[config.mk]
export PLATFORM = sky130hd
export DESIGN_NAME = ast_async_serial_unit
export DESIGN_NICKNAME = d
export VERILOG_FILES = /design/src/core/ast_pkg.sv /design/src/core/ast_async_serial_unit.sv
export SDC_FILE = /design/constraint.sdc
export NUM_CORES = 1
export LEC_CHECK = 0
export BUFFER_PORTS_ARGS = -buffer_cell sky130_fd_sc_hd__buf_2
export CAP_MARGIN = 40
export CORE_MARGIN = 3
export CORE_UTILIZATION = 40
export DETAILED_ROUTE_END_ITERATION = 10
export GPL_TIMING_DRIVEN = 0
export SYNTH_ARGS = -nofsm -noshare
export SYNTH_HDL_FRONTEND = slang
export SYNTH_SLANG_ARGS = --single-unit
[constraint.sdc]
create_clock -name pclk -period 2 [get_ports pclk]
set_input_delay 0.6 -clock pclk [delete_from_list [all_inputs] [get_ports pclk]]
set_output_delay 0.6 -clock pclk [all_outputs]
set_load 0.02 [all_outputs]
[src/core/ast_pkg.sv]
// Constants, register map and field layouts of the serial transceiver.
// Assumes an APB master with 32-bit data and word-aligned registers.
package ast_pkg;

  // ****************************************************************
  // Register map
  // ****************************************************************
  localparam int unsigned ADDR_W       = 8;
  localparam logic [7:0]  OFS_RATE     = 8'h00;
  localparam logic [7:0]  OFS_CTRL_ONE = 8'h04;
  localparam logic [7:0]  OFS_CTRL_TWO = 8'h08;
  localparam logic [7:0]  OFS_STATUS   = 8'h0C;
  localparam logic [7:0]  OFS_DATA_HI  = 8'h10;
  localparam logic [7:0]  OFS_DATA_LO  = 8'h14;

  // ****************************************************************
  // Widths and reset values
  // ****************************************************************
  localparam int unsigned RATE_W       = 13;
  localparam logic [12:0] RATE_RST     = 13'h0004;
  localparam logic [7:0]  STATUS_RST   = 8'hC0;
  localparam int unsigned WORD_W       = 9;
  localparam int unsigned FRAME_W      = 11;

  // ****************************************************************
  // Timing of the oversampled bit
  // ****************************************************************
  localparam logic [3:0]  PH_SAMPLE_A  = 4'h7;
  localparam logic [3:0]  PH_SAMPLE_B  = 4'h8;
  localparam logic [3:0]  PH_VOTE      = 4'h9;
  localparam logic [3:0]  PH_BIT_END   = 4'hF;
  localparam logic [3:0]  BITS_EIGHT   = 4'hA;
  localparam logic [3:0]  BITS_NINE    = 4'hB;
  localparam logic [3:0]  DATA_EIGHT   = 4'h8;
  localparam logic [3:0]  DATA_NINE    = 4'h9;
  localparam logic [7:0]  IDLE_EIGHT   = 8'hA0;
  localparam logic [7:0]  IDLE_NINE    = 8'hB0;

  // ****************************************************************
  // Types
  // ****************************************************************
  typedef struct packed {
    logic              psel;
    logic              penable;
    logic              pwrite;
    logic [ADDR_W-1:0] paddr;
    logic [31:0]       pwdata;
  } ast_apb_req_t;

  typedef struct packed {
    logic nine_bit;
    logic wake_mark;
    logic idle_long;
    logic parity_enable_bit;
    logic parity_type_bit;
  } ast_ctrl_one_t;

  typedef struct packed {
    logic tx_enable_bit;
    logic rx_enable_bit;
    logic rx_sleep_bit;
    logic send_break;
  } ast_ctrl_two_t;

  typedef struct packed {
    logic tx_empty;
    logic tx_done;
    logic rx_full_flag;
    logic idle_flag;
    logic overrun_flag;
    logic noise_flag;
    logic framing_error_flag;
    logic parity_error_flag;
  } ast_status_t;

  typedef enum logic [1:0] {
    RX_IDLE,
    RX_START,
    RX_DATA,
    RX_STOP
  } ast_rx_state_t;

endpackage : ast_pkg

[src/core/ast_async_serial_unit.sv]
// APB-mapped asynchronous serial transceiver, start/8 or 9 data/stop.
// Assumes APB inputs and the receive line are synchronous to pclk.
//
// What this block does
// - Frame: start, eight or nine data bits, stop; mode bit picks nine.
// - Start bit is zero, stop bit is one, line idles high.
// - Data bits go out and come in least significant bit first.
// - Break is line held low for whole frame times.
// - Transmitter starts frames and receiver runs only while their enable bits are set.
// - Thirteen-bit divisor, idle detect, receiver-active status, parity.
// - Shifter fed by data register, or all zeros for break; drives line if busy or enabled.
// - Completed received word moves to receive data register as a whole.
// - Each bit sampled three times and decided by majority vote.
// - Sleep bit blocks all receive status flags from setting.
// - Software sets sleep bit; hardware clears it when a message begins.
// - In idle-line wake mode an idle line clears the sleep bit.
// - In address-mark mode the top data bit marks address frames.
// - Address frame clears sleep before its stop bit and is delivered.
// - Word arriving while full sets overrun and is dropped.
// - Overrun, noise, framing clear by status read then data read.
// - Noise on any bit flags noise together with receive-full.
// - Missing stop sets framing with full; overrun alone if both.
// - Framing flag blocks further word transfers until cleared.
// - Bad parity sets parity flag; cleared by status then data read.
// - Parity type set means odd parity, clear means even.
// - Bit rate is clock divided by sixteen times the divisor.
// - Rate generator stops on zero divisor or both enables clear.
//
// The address map and the APB register port are this design's own decisions.
`timescale 1ns/1ps

module ast_async_serial_unit #(
  parameter logic [12:0] RATE_RESET = ast_pkg::RATE_RST
) (
  // Clock and reset
  input  wire logic                 pclk,
  input  wire logic                 presetn,
  // APB slave
  input  wire ast_pkg::ast_apb_req_t apb_req,
  output logic                      pready,
  output logic                      pslverr,
  output logic [31:0]               prdata,
  // Serial lines
  input  wire logic                 serial_rx_line,
  output logic                      serial_tx_line,
  output logic                      serial_tx_oe
);

  // ****************************************************************
  // Registers and state
  // ****************************************************************
  logic [ast_pkg::RATE_W-1:0]  rate_divisor_q;
  ast_pkg::ast_ctrl_one_t      ctrl_one_q;
  ast_pkg::ast_ctrl_two_t      ctrl_two_q;
  ast_pkg::ast_status_t        stat_q, snap_q, stat_set, stat_clr;
  logic [31:0]                 prdata_q;
  logic [ast_pkg::RATE_W-1:0]  br_cnt_q;
  logic [ast_pkg::WORD_W-1:0]  tx_buf_q;
  logic [ast_pkg::FRAME_W-1:0] tx_sh_q;
  logic [3:0]                  tx_bits_q;
  logic [3:0]                  tx_ph_q;
  logic [ast_pkg::WORD_W-1:0]  tx_word;
  ast_pkg::ast_rx_state_t      rx_state_q;
  logic [3:0]                  rx_ph_q;
  logic [3:0]                  rx_idx_q;
  logic [1:0]                  rx_smp_q;
  logic [ast_pkg::WORD_W-1:0]  rx_sh_q;
  logic [ast_pkg::WORD_W-1:0]  rx_data_q;
  logic [ast_pkg::WORD_W-1:0]  rx_word;
  logic [7:0]                  idle_cnt_q;
  logic                        snap_valid_q, tx_hi_q, tx_buf_full_q;
  logic                        tx_busy_q, rx_noise_q, idle_armed_q;
  logic                        br_run, tick, tx_load, tx_finish, wr_en;
  logic                        rd_en, vote, noisy, at_vote, rx_done;
  logic                        stop_bad, addr_wake, idle_hit;

  assign wr_en = apb_req.psel & apb_req.penable & apb_req.pwrite;
  assign rd_en = apb_req.psel & apb_req.penable & ~apb_req.pwrite;

  // ****************************************************************
  // APB slave: zero wait states, error on unmapped offsets
  // ****************************************************************
  assign pready = 1'b1;
  assign prdata = prdata_q;

  always_comb begin
    pslverr = apb_req.psel & apb_req.penable;
    if (apb_req.paddr == ast_pkg::OFS_RATE ||
        apb_req.paddr == ast_pkg::OFS_CTRL_ONE ||
        apb_req.paddr == ast_pkg::OFS_CTRL_TWO ||
        apb_req.paddr == ast_pkg::OFS_STATUS ||
        apb_req.paddr == ast_pkg::OFS_DATA_HI ||
        apb_req.paddr == ast_pkg::OFS_DATA_LO) begin
      pslverr = 1'b0;
    end
  end

  // Read data captured in the setup cycle
  always_ff @(posedge pclk or negedge presetn) begin
    if (!presetn) begin
      prdata_q <= 32'h0000_0000;
    end else if (apb_req.psel & ~apb_req.penable) begin
      prdata_q <= 32'h0000_0000;
      if (apb_req.paddr == ast_pkg::OFS_RATE) begin
        prdata_q[ast_pkg::RATE_W-1:0] <= rate_divisor_q;
      end else if (apb_req.paddr == ast_pkg::OFS_CTRL_ONE) begin
        prdata_q[4:0] <= ctrl_one_q;
      end else if (apb_req.paddr == ast_pkg::OFS_CTRL_TWO) begin
        prdata_q[3:0] <= ctrl_two_q;
      end else if (apb_req.paddr == ast_pkg::OFS_STATUS) begin
        prdata_q[7:0] <= stat_q;
        prdata_q[8]   <= (rx_state_q != ast_pkg::RX_IDLE);
      end else if (apb_req.paddr == ast_pkg::OFS_DATA_HI) begin
        prdata_q[0] <= rx_data_q[8];
      end else if (apb_req.paddr == ast_pkg::OFS_DATA_LO) begin
        prdata_q[7:0] <= rx_data_q[7:0];
      end
    end
  end

  // ****************************************************************
  // Control registers
  // ****************************************************************
  always_ff @(posedge pclk or negedge presetn) begin
    if (!presetn) begin
      rate_divisor_q <= RATE_RESET;
      ctrl_one_q     <= '0;
    end else if (wr_en) begin
      if (apb_req.paddr == ast_pkg::OFS_RATE) begin
        rate_divisor_q <= apb_req.pwdata[ast_pkg::RATE_W-1:0];
      end else if (apb_req.paddr == ast_pkg::OFS_CTRL_ONE) begin
        ctrl_one_q <= apb_req.pwdata[4:0];
      end
    end
  end

  // Sleep bit: software write takes priority over hardware wake
  always_ff @(posedge pclk or negedge presetn) begin
    if (!presetn) begin
      ctrl_two_q <= '0;
    end else if (wr_en && apb_req.paddr == ast_pkg::OFS_CTRL_TWO) begin
      ctrl_two_q <= apb_req.pwdata[3:0];
    end else if (addr_wake | (idle_hit & ~ctrl_one_q.wake_mark)) begin
      ctrl_two_q.rx_sleep_bit <= 1'b0;
    end
  end

  // ****************************************************************
  // Rate generator: one tick per sixteenth of a bit
  // ****************************************************************
  assign br_run = (rate_divisor_q != '0) &
                  (ctrl_two_q.tx_enable_bit |
                   ctrl_two_q.rx_enable_bit);
  assign tick   = br_run & (br_cnt_q <= 13'h0001);

  always_ff @(posedge pclk or negedge presetn) begin
    if (!presetn) begin
      br_cnt_q <= '0;
    end else if (!br_run) begin
      br_cnt_q <= '0;
    end else if (tick) begin
      br_cnt_q <= rate_divisor_q;
    end else begin
      br_cnt_q <= br_cnt_q - 13'h0001;
    end
  end

  // ****************************************************************
  // Transmitter
  // ****************************************************************
  always_comb begin
    tx_word = tx_buf_q;
    if (!ctrl_one_q.nine_bit) begin
      tx_word[8] = 1'b1;
    end
    if (ctrl_one_q.parity_enable_bit) begin
      if (ctrl_one_q.nine_bit) begin
        tx_word[8] = (^tx_buf_q[7:0]) ^ ctrl_one_q.parity_type_bit;
      end else begin
        tx_word[7] = (^tx_buf_q[6:0]) ^ ctrl_one_q.parity_type_bit;
      end
    end
  end

  assign tx_load   = ~tx_busy_q & tx_ph_q == '0 & tick &
                     ctrl_two_q.tx_enable_bit &
                     (tx_buf_full_q | ctrl_two_q.send_break);
  assign tx_finish = tx_busy_q & tick & tx_ph_q == ast_pkg::PH_BIT_END &
                     tx_bits_q == 4'h1;

  always_ff @(posedge pclk or negedge presetn) begin
    if (!presetn) begin
      tx_sh_q   <= '1;
      tx_bits_q <= '0;
      tx_ph_q   <= '0;
      tx_busy_q <= 1'b0;
    end else if (tx_load) begin
      tx_busy_q <= 1'b1;
      tx_ph_q   <= '0; // Start bit gets all sixteen ticks
      tx_bits_q <= ctrl_one_q.nine_bit ? ast_pkg::BITS_NINE
                                       : ast_pkg::BITS_EIGHT;
      if (ctrl_two_q.send_break) begin
        tx_sh_q <= '0;
      end else begin
        tx_sh_q <= {1'b1, tx_word, 1'b0};
      end
    end else if (tx_busy_q && tick) begin
      tx_ph_q <= tx_ph_q + 4'h1;
      if (tx_ph_q == ast_pkg::PH_BIT_END) begin
        tx_sh_q   <= {1'b1, tx_sh_q[ast_pkg::FRAME_W-1:1]};
        tx_bits_q <= tx_bits_q - 4'h1;
        tx_busy_q <= ~tx_finish;
      end
    end
  end

  // High part held until the low write moves both as one word
  always_ff @(posedge pclk or negedge presetn) begin
    if (!presetn) begin
      tx_hi_q       <= 1'b0;
      tx_buf_q      <= '0;
      tx_buf_full_q <= 1'b0;
    end else begin
      if (wr_en && apb_req.paddr == ast_pkg::OFS_DATA_HI) begin
        tx_hi_q <= apb_req.pwdata[0];
      end
      if (wr_en && apb_req.paddr == ast_pkg::OFS_DATA_LO) begin
        tx_buf_q      <= {tx_hi_q, apb_req.pwdata[7:0]};
        tx_buf_full_q <= 1'b1;
      end else if (tx_load && !ctrl_two_q.send_break) begin
        tx_buf_full_q <= 1'b0;
      end
    end
  end

  assign serial_tx_line = tx_busy_q ? tx_sh_q[0] : 1'b1;
  assign serial_tx_oe   = tx_busy_q | ctrl_two_q.tx_enable_bit;

  // ****************************************************************
  // Receiver: three samples per bit, majority vote
  // ****************************************************************
  assign at_vote = tick & rx_ph_q == ast_pkg::PH_VOTE;
  assign vote    = (rx_smp_q[0] & rx_smp_q[1]) |
                   (rx_smp_q[0] & serial_rx_line) |
                   (rx_smp_q[1] & serial_rx_line);
  assign noisy   = ~((rx_smp_q[0] == rx_smp_q[1]) &
                     (rx_smp_q[1] == serial_rx_line));
  assign rx_done  = at_vote & rx_state_q == ast_pkg::RX_STOP;
  assign stop_bad = ~vote;
  assign rx_word  = ctrl_one_q.nine_bit ? rx_sh_q
                                        : {1'b0, rx_sh_q[8:1]};
  assign addr_wake = ctrl_one_q.wake_mark & ctrl_two_q.rx_sleep_bit &
                     at_vote & rx_state_q == ast_pkg::RX_DATA &
                     rx_idx_q == 4'h1 & vote;

  always_ff @(posedge pclk or negedge presetn) begin
    if (!presetn) begin
      rx_state_q <= ast_pkg::RX_IDLE;
      rx_ph_q    <= '0;
      rx_idx_q   <= '0;
      rx_smp_q   <= '0;
      rx_sh_q    <= '0;
      rx_noise_q <= 1'b0;
    end else if (!ctrl_two_q.rx_enable_bit) begin
      rx_state_q <= ast_pkg::RX_IDLE;
      rx_ph_q    <= '0;
    end else if (tick) begin
      rx_ph_q <= rx_ph_q + 4'h1;
      if (rx_ph_q == ast_pkg::PH_SAMPLE_A) begin
        rx_smp_q[0] <= serial_rx_line;
      end
      if (rx_ph_q == ast_pkg::PH_SAMPLE_B) begin
        rx_smp_q[1] <= serial_rx_line;
      end
      case (rx_state_q)
        ast_pkg::RX_IDLE: begin
          rx_ph_q <= 4'h1;
          if (!serial_rx_line) begin
            rx_state_q <= ast_pkg::RX_START;
            rx_noise_q <= 1'b0;
          end
        end
        ast_pkg::RX_START: begin
          if (at_vote) begin
            rx_noise_q <= noisy;
            rx_idx_q   <= ctrl_one_q.nine_bit ? ast_pkg::DATA_NINE
                                              : ast_pkg::DATA_EIGHT;
            rx_state_q <= vote ? ast_pkg::RX_IDLE : ast_pkg::RX_DATA;
          end
        end
        ast_pkg::RX_DATA: begin
          if (at_vote) begin
            rx_sh_q    <= {vote, rx_sh_q[8:1]};
            rx_noise_q <= rx_noise_q | noisy;
            rx_idx_q   <= rx_idx_q - 4'h1;
            if (rx_idx_q == 4'h1) begin
              rx_state_q <= ast_pkg::RX_STOP;
            end
          end
        end
        default: begin
          if (at_vote) begin
            rx_state_q <= ast_pkg::RX_IDLE;
          end
        end
      endcase
    end
  end

  // Idle line: a frame time of ones; long type counts only off-frame
  assign idle_hit = idle_armed_q & tick &
                    idle_cnt_q == (ctrl_one_q.nine_bit ? ast_pkg::IDLE_NINE
                                                      : ast_pkg::IDLE_EIGHT);

  always_ff @(posedge pclk or negedge presetn) begin
    if (!presetn) begin
      idle_cnt_q   <= '0;
      idle_armed_q <= 1'b0;
    end else if (!ctrl_two_q.rx_enable_bit) begin
      idle_cnt_q <= '0;
    end else if (tick) begin
      if (!serial_rx_line ||
          (ctrl_one_q.idle_long && rx_state_q != ast_pkg::RX_IDLE)) begin
        idle_cnt_q   <= '0;
        idle_armed_q <= idle_armed_q | ~serial_rx_line;
      end else if (idle_hit) begin
        idle_armed_q <= 1'b0;
      end else begin
        idle_cnt_q <= idle_cnt_q + 8'h01;
      end
    end
  end

  // Whole-word transfer into the receive data register
  always_ff @(posedge pclk or negedge presetn) begin
    if (!presetn) begin
      rx_data_q <= '0;
    end else if (rx_done && !ctrl_two_q.rx_sleep_bit &&
                 !stat_q.rx_full_flag && !stat_q.framing_error_flag) begin
      rx_data_q <= rx_word;
    end
  end

  // ****************************************************************
  // Status flags: set wins over the read-sequence clear
  // ****************************************************************
  always_comb begin
    stat_set = '0;
    stat_clr = '0;
    if (tx_load && !ctrl_two_q.send_break) begin
      stat_set.tx_empty = 1'b1;
    end
    if (tx_finish && !tx_buf_full_q) begin
      stat_set.tx_done = 1'b1;
    end
    if (rx_done && !ctrl_two_q.rx_sleep_bit) begin
      if (stat_q.rx_full_flag) begin
        stat_set.overrun_flag = 1'b1;
      end else if (!stat_q.framing_error_flag) begin
        stat_set.rx_full_flag       = 1'b1;
        stat_set.noise_flag         = rx_noise_q | noisy;
        stat_set.framing_error_flag = stop_bad;
        stat_set.parity_error_flag  = ctrl_one_q.parity_enable_bit &
                                      ((^rx_word) !=
                                       ctrl_one_q.parity_type_bit);
      end
    end
    if (idle_hit && !ctrl_two_q.rx_sleep_bit) begin
      stat_set.idle_flag = 1'b1;
    end
    if (snap_valid_q && rd_en && apb_req.paddr == ast_pkg::OFS_DATA_LO) begin
      stat_clr = snap_q;
      stat_clr.tx_empty = 1'b0;
      stat_clr.tx_done  = 1'b0;
    end
    if (snap_valid_q && wr_en && apb_req.paddr == ast_pkg::OFS_DATA_LO) begin
      stat_clr.tx_empty = snap_q.tx_empty;
      stat_clr.tx_done  = snap_q.tx_done;
    end
  end

  always_ff @(posedge pclk or negedge presetn) begin
    if (!presetn) begin
      stat_q <= ast_pkg::STATUS_RST;
    end else begin
      stat_q <= stat_set | (stat_q & ~stat_clr);
    end
  end

  // Flags seen by the status read arm their clear
  always_ff @(posedge pclk or negedge presetn) begin
    if (!presetn) begin
      snap_q       <= '0;
      snap_valid_q <= 1'b0;
    end else if (rd_en && apb_req.paddr == ast_pkg::OFS_STATUS) begin
      snap_q       <= stat_q;
      snap_valid_q <= 1'b1;
    end else if ((rd_en | wr_en) &&
                 apb_req.paddr == ast_pkg::OFS_DATA_LO) begin
      snap_valid_q <= 1'b0;
    end
  end

endmodule : ast_async_serial_unit

# After elaboration in Yosys (flattened, before gate mapping)
# Index checks and enable logic that the tools add are counted.
op_classes:
  eq_ne: 28
  n_shift: 0
  div_mod_pow: 0
  n_bitwise: 51
  magnitude_cmp: 1
  n_mux: 78
  add_sub_neg: 6
  n_reduce_logical: 56
  n_mul: 0
op_table:
  columns: ["cell", "n"]
  rows:
  - ["4-bit two-way mux", 14]
  - ["8-bit two-way mux", 6]
  - ["11-bit two-way mux", 4]
  - ["1-bit two-way mux", 30]
  - ["1-bit AND", 28]
  - ["13-bit two-way mux", 2]
  - ["2-bit two-way mux", 10]
  - ["9-bit two-way mux", 2]
  - ["1-bit logical AND", 17]
  - ["8-bit by 4-bit == test with 1-bit output, second input constant", 2]
  - ["8-bit by 5-bit == test with 1-bit output, second input constant", 2]
  - ["2-bit nonzero test", 8]
  - ["5-bit two-way mux", 3]
  - ["13-bit by 1-bit <= comparator with 1-bit output, second input constant", 1]
  - ["13-bit nonzero test", 1]
  - ["13-bit by 1-bit subtractor with 13-bit output, second input constant", 1]
  - ["4-bit == test, second input constant", 3]
  - ["3-bit AND reduction", 4]
  - ["6-bit AND reduction", 2]
  - ["3-bit inequality test, second input constant", 3]
  - ["1-bit NOT", 9]
  - ["1-bit bitwise OR", 9]
  - ["9-bit parity", 1]
  - ["4-bit by 1-bit adder with 4-bit output, second input constant", 2]
  - ["other kinds (35)", 56]
word_totals:
  mem_count: 0
  romBits: 0
  latchBits: 0
  reg_bits: 136
  ram_bits: 0

# Logic depth before layout (Yosys ltp)
logic_depth:
  depth_word: 11
  mapped_depth: 10
  ltp_nobuf: 7

# Least setup slack after synthesis
# Ideal clock, no wire load.
synth_timing:
  path_kind: "input port to flip-flop"
  from: "input port apb_req[32] (netlist name)"
  to: "register snap_q[0] (netlist name)"
  path_stages: 6
  arrival_time_ns: 2.241
  path_slack_ns: -0.366
  setup_ns: 0.125
  path_buffers: 1
  required_time_ns: 1.875
  cell_sequence: "or4_1 buf_2 nor2_4 nand3_1 nor3_4 mux2_2"
synth_via:
  elab_chain_len: 2
synth_lines:
  columns: ["item", "line", "text"]
  rows:
  - ["start, declared", "ast_async_serial_unit.sv:39", "input wire ast_pkg::ast_apb_req_t apb_req,"]
  - ["8-bit by 4-bit == test with 1-bit output", "ast_async_serial_unit.sv:395", "end else if (rd_en && apb_req.paddr == ast_pkg::OFS_STATUS) begin"]
  - ["1-bit logical AND", "ast_async_serial_unit.sv:395", null]
  - ["end signal, assigned", "ast_async_serial_unit.sv:396", "snap_q <= stat_q;"]
  - ["end, declared", "ast_async_serial_unit.sv:55", "ast_pkg::ast_status_t stat_q, snap_q, stat_set, stat_clr;"]
# Every way passes these cells.
# A chain may end at the register's enable or synchronous reset.

# Worst setup path in the final report
layout_timing:
  from: "register br_cnt_q[3] (netlist name)"
  to: "register idle_cnt_q[5]"
layout_via:
  elab_chain_len: 6
layout_lines:
  columns: ["item", "line", "text"]
  rows:
  - ["start, declared", "ast_async_serial_unit.sv:57", "logic [ast_pkg::RATE_W-1:0] br_cnt_q;"]
  - ["start signal, assigned", "ast_async_serial_unit.sv:162", "br_cnt_q <= rate_divisor_q;"]
  - ["start signal, assigned", "ast_async_serial_unit.sv:164", "br_cnt_q <= br_cnt_q - 13'h0001;"]
  - ["13-bit by 1-bit <= comparator with 1-bit output (*)", "ast_async_serial_unit.sv:154", "assign tick = br_run & (br_cnt_q <= 13'h0001);"]
  - ["1-bit AND (*)", "ast_async_serial_unit.sv:154", null]
  - ["1-bit AND (2 in a row)", "ast_async_serial_unit.sv:311", "assign idle_hit = idle_armed_q & tick &"]
  - ["3-bit by 2-bit inequality test with 1-bit output (no source line)", null, null]
  - ["2-bit AND reduction (no source line) (*)", null, null]
  - ["end signal, assigned", "ast_async_serial_unit.sv:329", "idle_cnt_q <= idle_cnt_q + 8'h01;"]
  - ["end, declared", "ast_async_serial_unit.sv:70", "logic [7:0] idle_cnt_q;"]
# Every way passes the cells marked *; elsewhere a longest branch is shown, timed or not.

==> impl_metrics.json <==
{
  "status": "finished, violations left",
  "violations": "setup timing",
  "grt_pass1_wl_microns": 31700,
  "portBuffers": 39,
  "grt_use_total_pct": 19.9,
  "cellLeakagePower_nw": 4.41,
  "cts_max_path_buffers": 2,
  "min_path_type": "primary input to async pin",
  "start_util_pct": 41.5,
  "gp_congestion": 0.846,
  "ys_seq_area_share_pct": 46.8,
  "post-route-period-util_pct": 111,
  "drc_errors": 0,
  "dpl.cell_count": 972,
  "preCtsSetupSlack_ns": -0.788,
  "worst_pin_slew_ns": 0.708,
  "cts_tree": "built",
  "startpoint_type": "flop",
  "critical_path_required_ns": 2.36,
  "layout_commonest_cell": "dfrtp_1",
  "grt-ovfl-total": 0,
  "postCtsHoldBufs": 0,
  "whs_ns": 0.102,
  "rsz0062_at_grt": "true",
  "rows": 48,
  "syn_inst": 689,
  "path_clk_slew_ns": 0.06,
  "drv_cap": 0,
  "hpwl_microns": 13000,
  "routedWlPerCell_microns": 18.9,
  "setup_tns_ns": -4.18,
  "cts_max_level": 4,
  "routed_wl_microns": 19900,
  "fin_ws_ns": -0.212,
  "final_nets": 883,
  "core_sq_um": 17600,
  "fmaxAchievable_mhz": 452,
  "pin_count": 82,
  "synth_edf_count": 0,
  "finalSetupViolCount": 50,
  "most-common-layout-cells": "dfrtp_1 (112), buf_4 (58), nand2_1 (52)",
  "vias_per_cell": 5.56,
  "final_antenna_net_count": 0,
  "clock_sinks": 136,
  "drive_gt1_share_pct": 40.3,
  "critPathArrivalTime_ns": 2.57,
  "reg2reg_setup_slack_ns": -0.21,
  "async_flop_share_pct": 100,
  "skew_ns": 0.00957,
  "area_growth_pct": 30.9,
  "first_iter_violations": 328,
  "period_needed_ns": 2.21,
  "die_h_microns": 141,
  "diodes": 0,
  "route.vias.total": 5870,
  "finalMaxSlewViolations": 0,
  "peakVddDrop_v": 0.000982,
  "finalPower_mw": 11.8,
  "die_area_sq_um": 19900,
  "crit_type": "flop to flop",
  "die_w_microns": 141,
  "grt_pass1_vias": 5898,
  "first_pass_iters": 6,
  "yosys_register_bits": 136,
  "hold_viol_final": 0,
  "syn_area_per_cell_sq_um": 10.6,
  "grt_max_degree": 94,
  "yosys_warnings": 0,
  "max_slew_margin_pct": 52.8,
  "cts-root-buf": "clkbuf_16",
  "ys_types": 72,
  "numCtsBuffers": 17,
  "pwr_density_cell_nw_per_um2": 1230,
  "clock_latency_ns": 0.42,
  "synth_ff_type": "dfrtp_1",
  "antenna_found_initial": 0,
  "synth_area_sq_um": 7310,
  "worstSetupEndpointType": "flop",
  "critPathMaxFanout": 4,
  "final_cells": 1056
}
[Yosys cell counts (all sizes together), types with 15 or more instances]
cell | number | area share, %
ha | 19 | 3.3
buf | 33 | 3.2
mux2i | 17 | 2.3
clkbuf | 20 | 1.0
o21ai | 62 | 4.2
nand3 | 15 | 1.2
nor2 | 41 | 2.2
dfrtp | 122 | 42
nand2 | 53 | 2.7
inv | 30 | 1.5
xnor2 | 21 | 2.5
mux2 | 64 | 9.9
a21oi | 16 | 1.1
[flip-flops by register name (all words and copies together), names as in the netlist, 2 cells and up]
signal          cells
br_cnt_q           13
ctrl_one_q          5
ctrl_two_q          4
idle_cnt_q          8
prdata             13
rate_divisor_q     13
rx_data_q           9
rx_idx_q            4
rx_ph_q             4
rx_sh_q             9
rx_smp_q            2
rx_state_q          2
snap_q              8
stat_q              8
tx_bits_q           4
tx_buf_q            9
tx_ph_q             4
tx_sh_q            11
[worst paths after layout]
kind                       depth (start not counted)                  to           from
max                                                7       idle_cnt_q[5]    br_cnt_q[3]
min                                                1       idle_cnt_q[0]        presetn
max reg2reg                                        7       idle_cnt_q[5]    br_cnt_q[3]
min reg2reg                                        1           stat_q[6]  tx_buf_full_q
max in group asynchronous                          2          tx_sh_q[3]        presetn
min in group pclk                                  2  rate_divisor_q[10]    apb_req[10]
[kinds of logic after synthesis]
| family | after synthesis | share of synthesized area [%] |
|---|---|---|
| other cells | 2 | 0.103 |
| mux | 82 | 12.5 |
| flops | 136 | 46.8 |
| xor+xnor | 31 | 4.09 |
| fa+ha+maj | 19 | 3.25 |
| simple gates | 199 | 15.7 |
| buf+inv | 83 | 5.72 |
| compound gates | 137 | 11.8 |
[power breakdown]
part / switching (mW) / total [mW] / internal [mW] / leakage [nW]
sequential: 0.311 / 3.29 / 2.98 / 1.77
clock: 1.31 / 3.21 / 1.90 / 0.285
combinational: 2.72 / 5.30 / 2.58 / 2.35
total: 4.34 / 11.8 / 7.46 / 4.41
[through the flow]
| stage | area [sq um] | utilization (%) |
|---|---|---|
| 5_1_grt | 9570 | 54.4 |
| 4_1_cts | 9150 | 52.0 |
| 3_3_place_gp | 7910 | 44.9 |
| 3_5_place_dp | 7940 | 45.1 |
| 6_report | 9570 | 54.4 |
| 2_1_floorplan | 7430 | - |
[per-layer routing]
| layer | track usage, % | wire length [microns] | vias up |
|---|---|---|---|
| met4 | 6.07 | 429 | 0 |
| met3 | 3.43 | 806 | 35 |
| met2 | 32.2 | 9730 | 166 |
| li1 | - | - | 2693 |
| met1 | 27.5 | 8970 | 2976 |
| met5 | 0 | 0 | - |
[worst max-delay path, cell delays in order (launching register included)]
cell	delay, ns
dfrtp_1	0.43
nor4_2	0.36
buf_4	0.18
nand4_4	0.11
buf_6	0.14
or4_4	0.51
or3b_1	0.36
nand2_1	0.06
[final cells by class]
cell class	count	area, sq um
inverters	30	113
clock inverters	14	161
clock buffers	18	439
plain buffers	49	377
repair buffers	96	751
multi-input cells	488	4010
well taps	225	282
fillers	1497	8030
flip-flops and latches	136	3430
[timing repair]
item	4_1_cts	5_1_grt
pin swaps	31	23
setup buffers	33	24
gates cloned	2	1
resized for setup	99	85
endpoints found under the setup margin	100	103
Note: power is estimated with default switching activity, not from simulation.
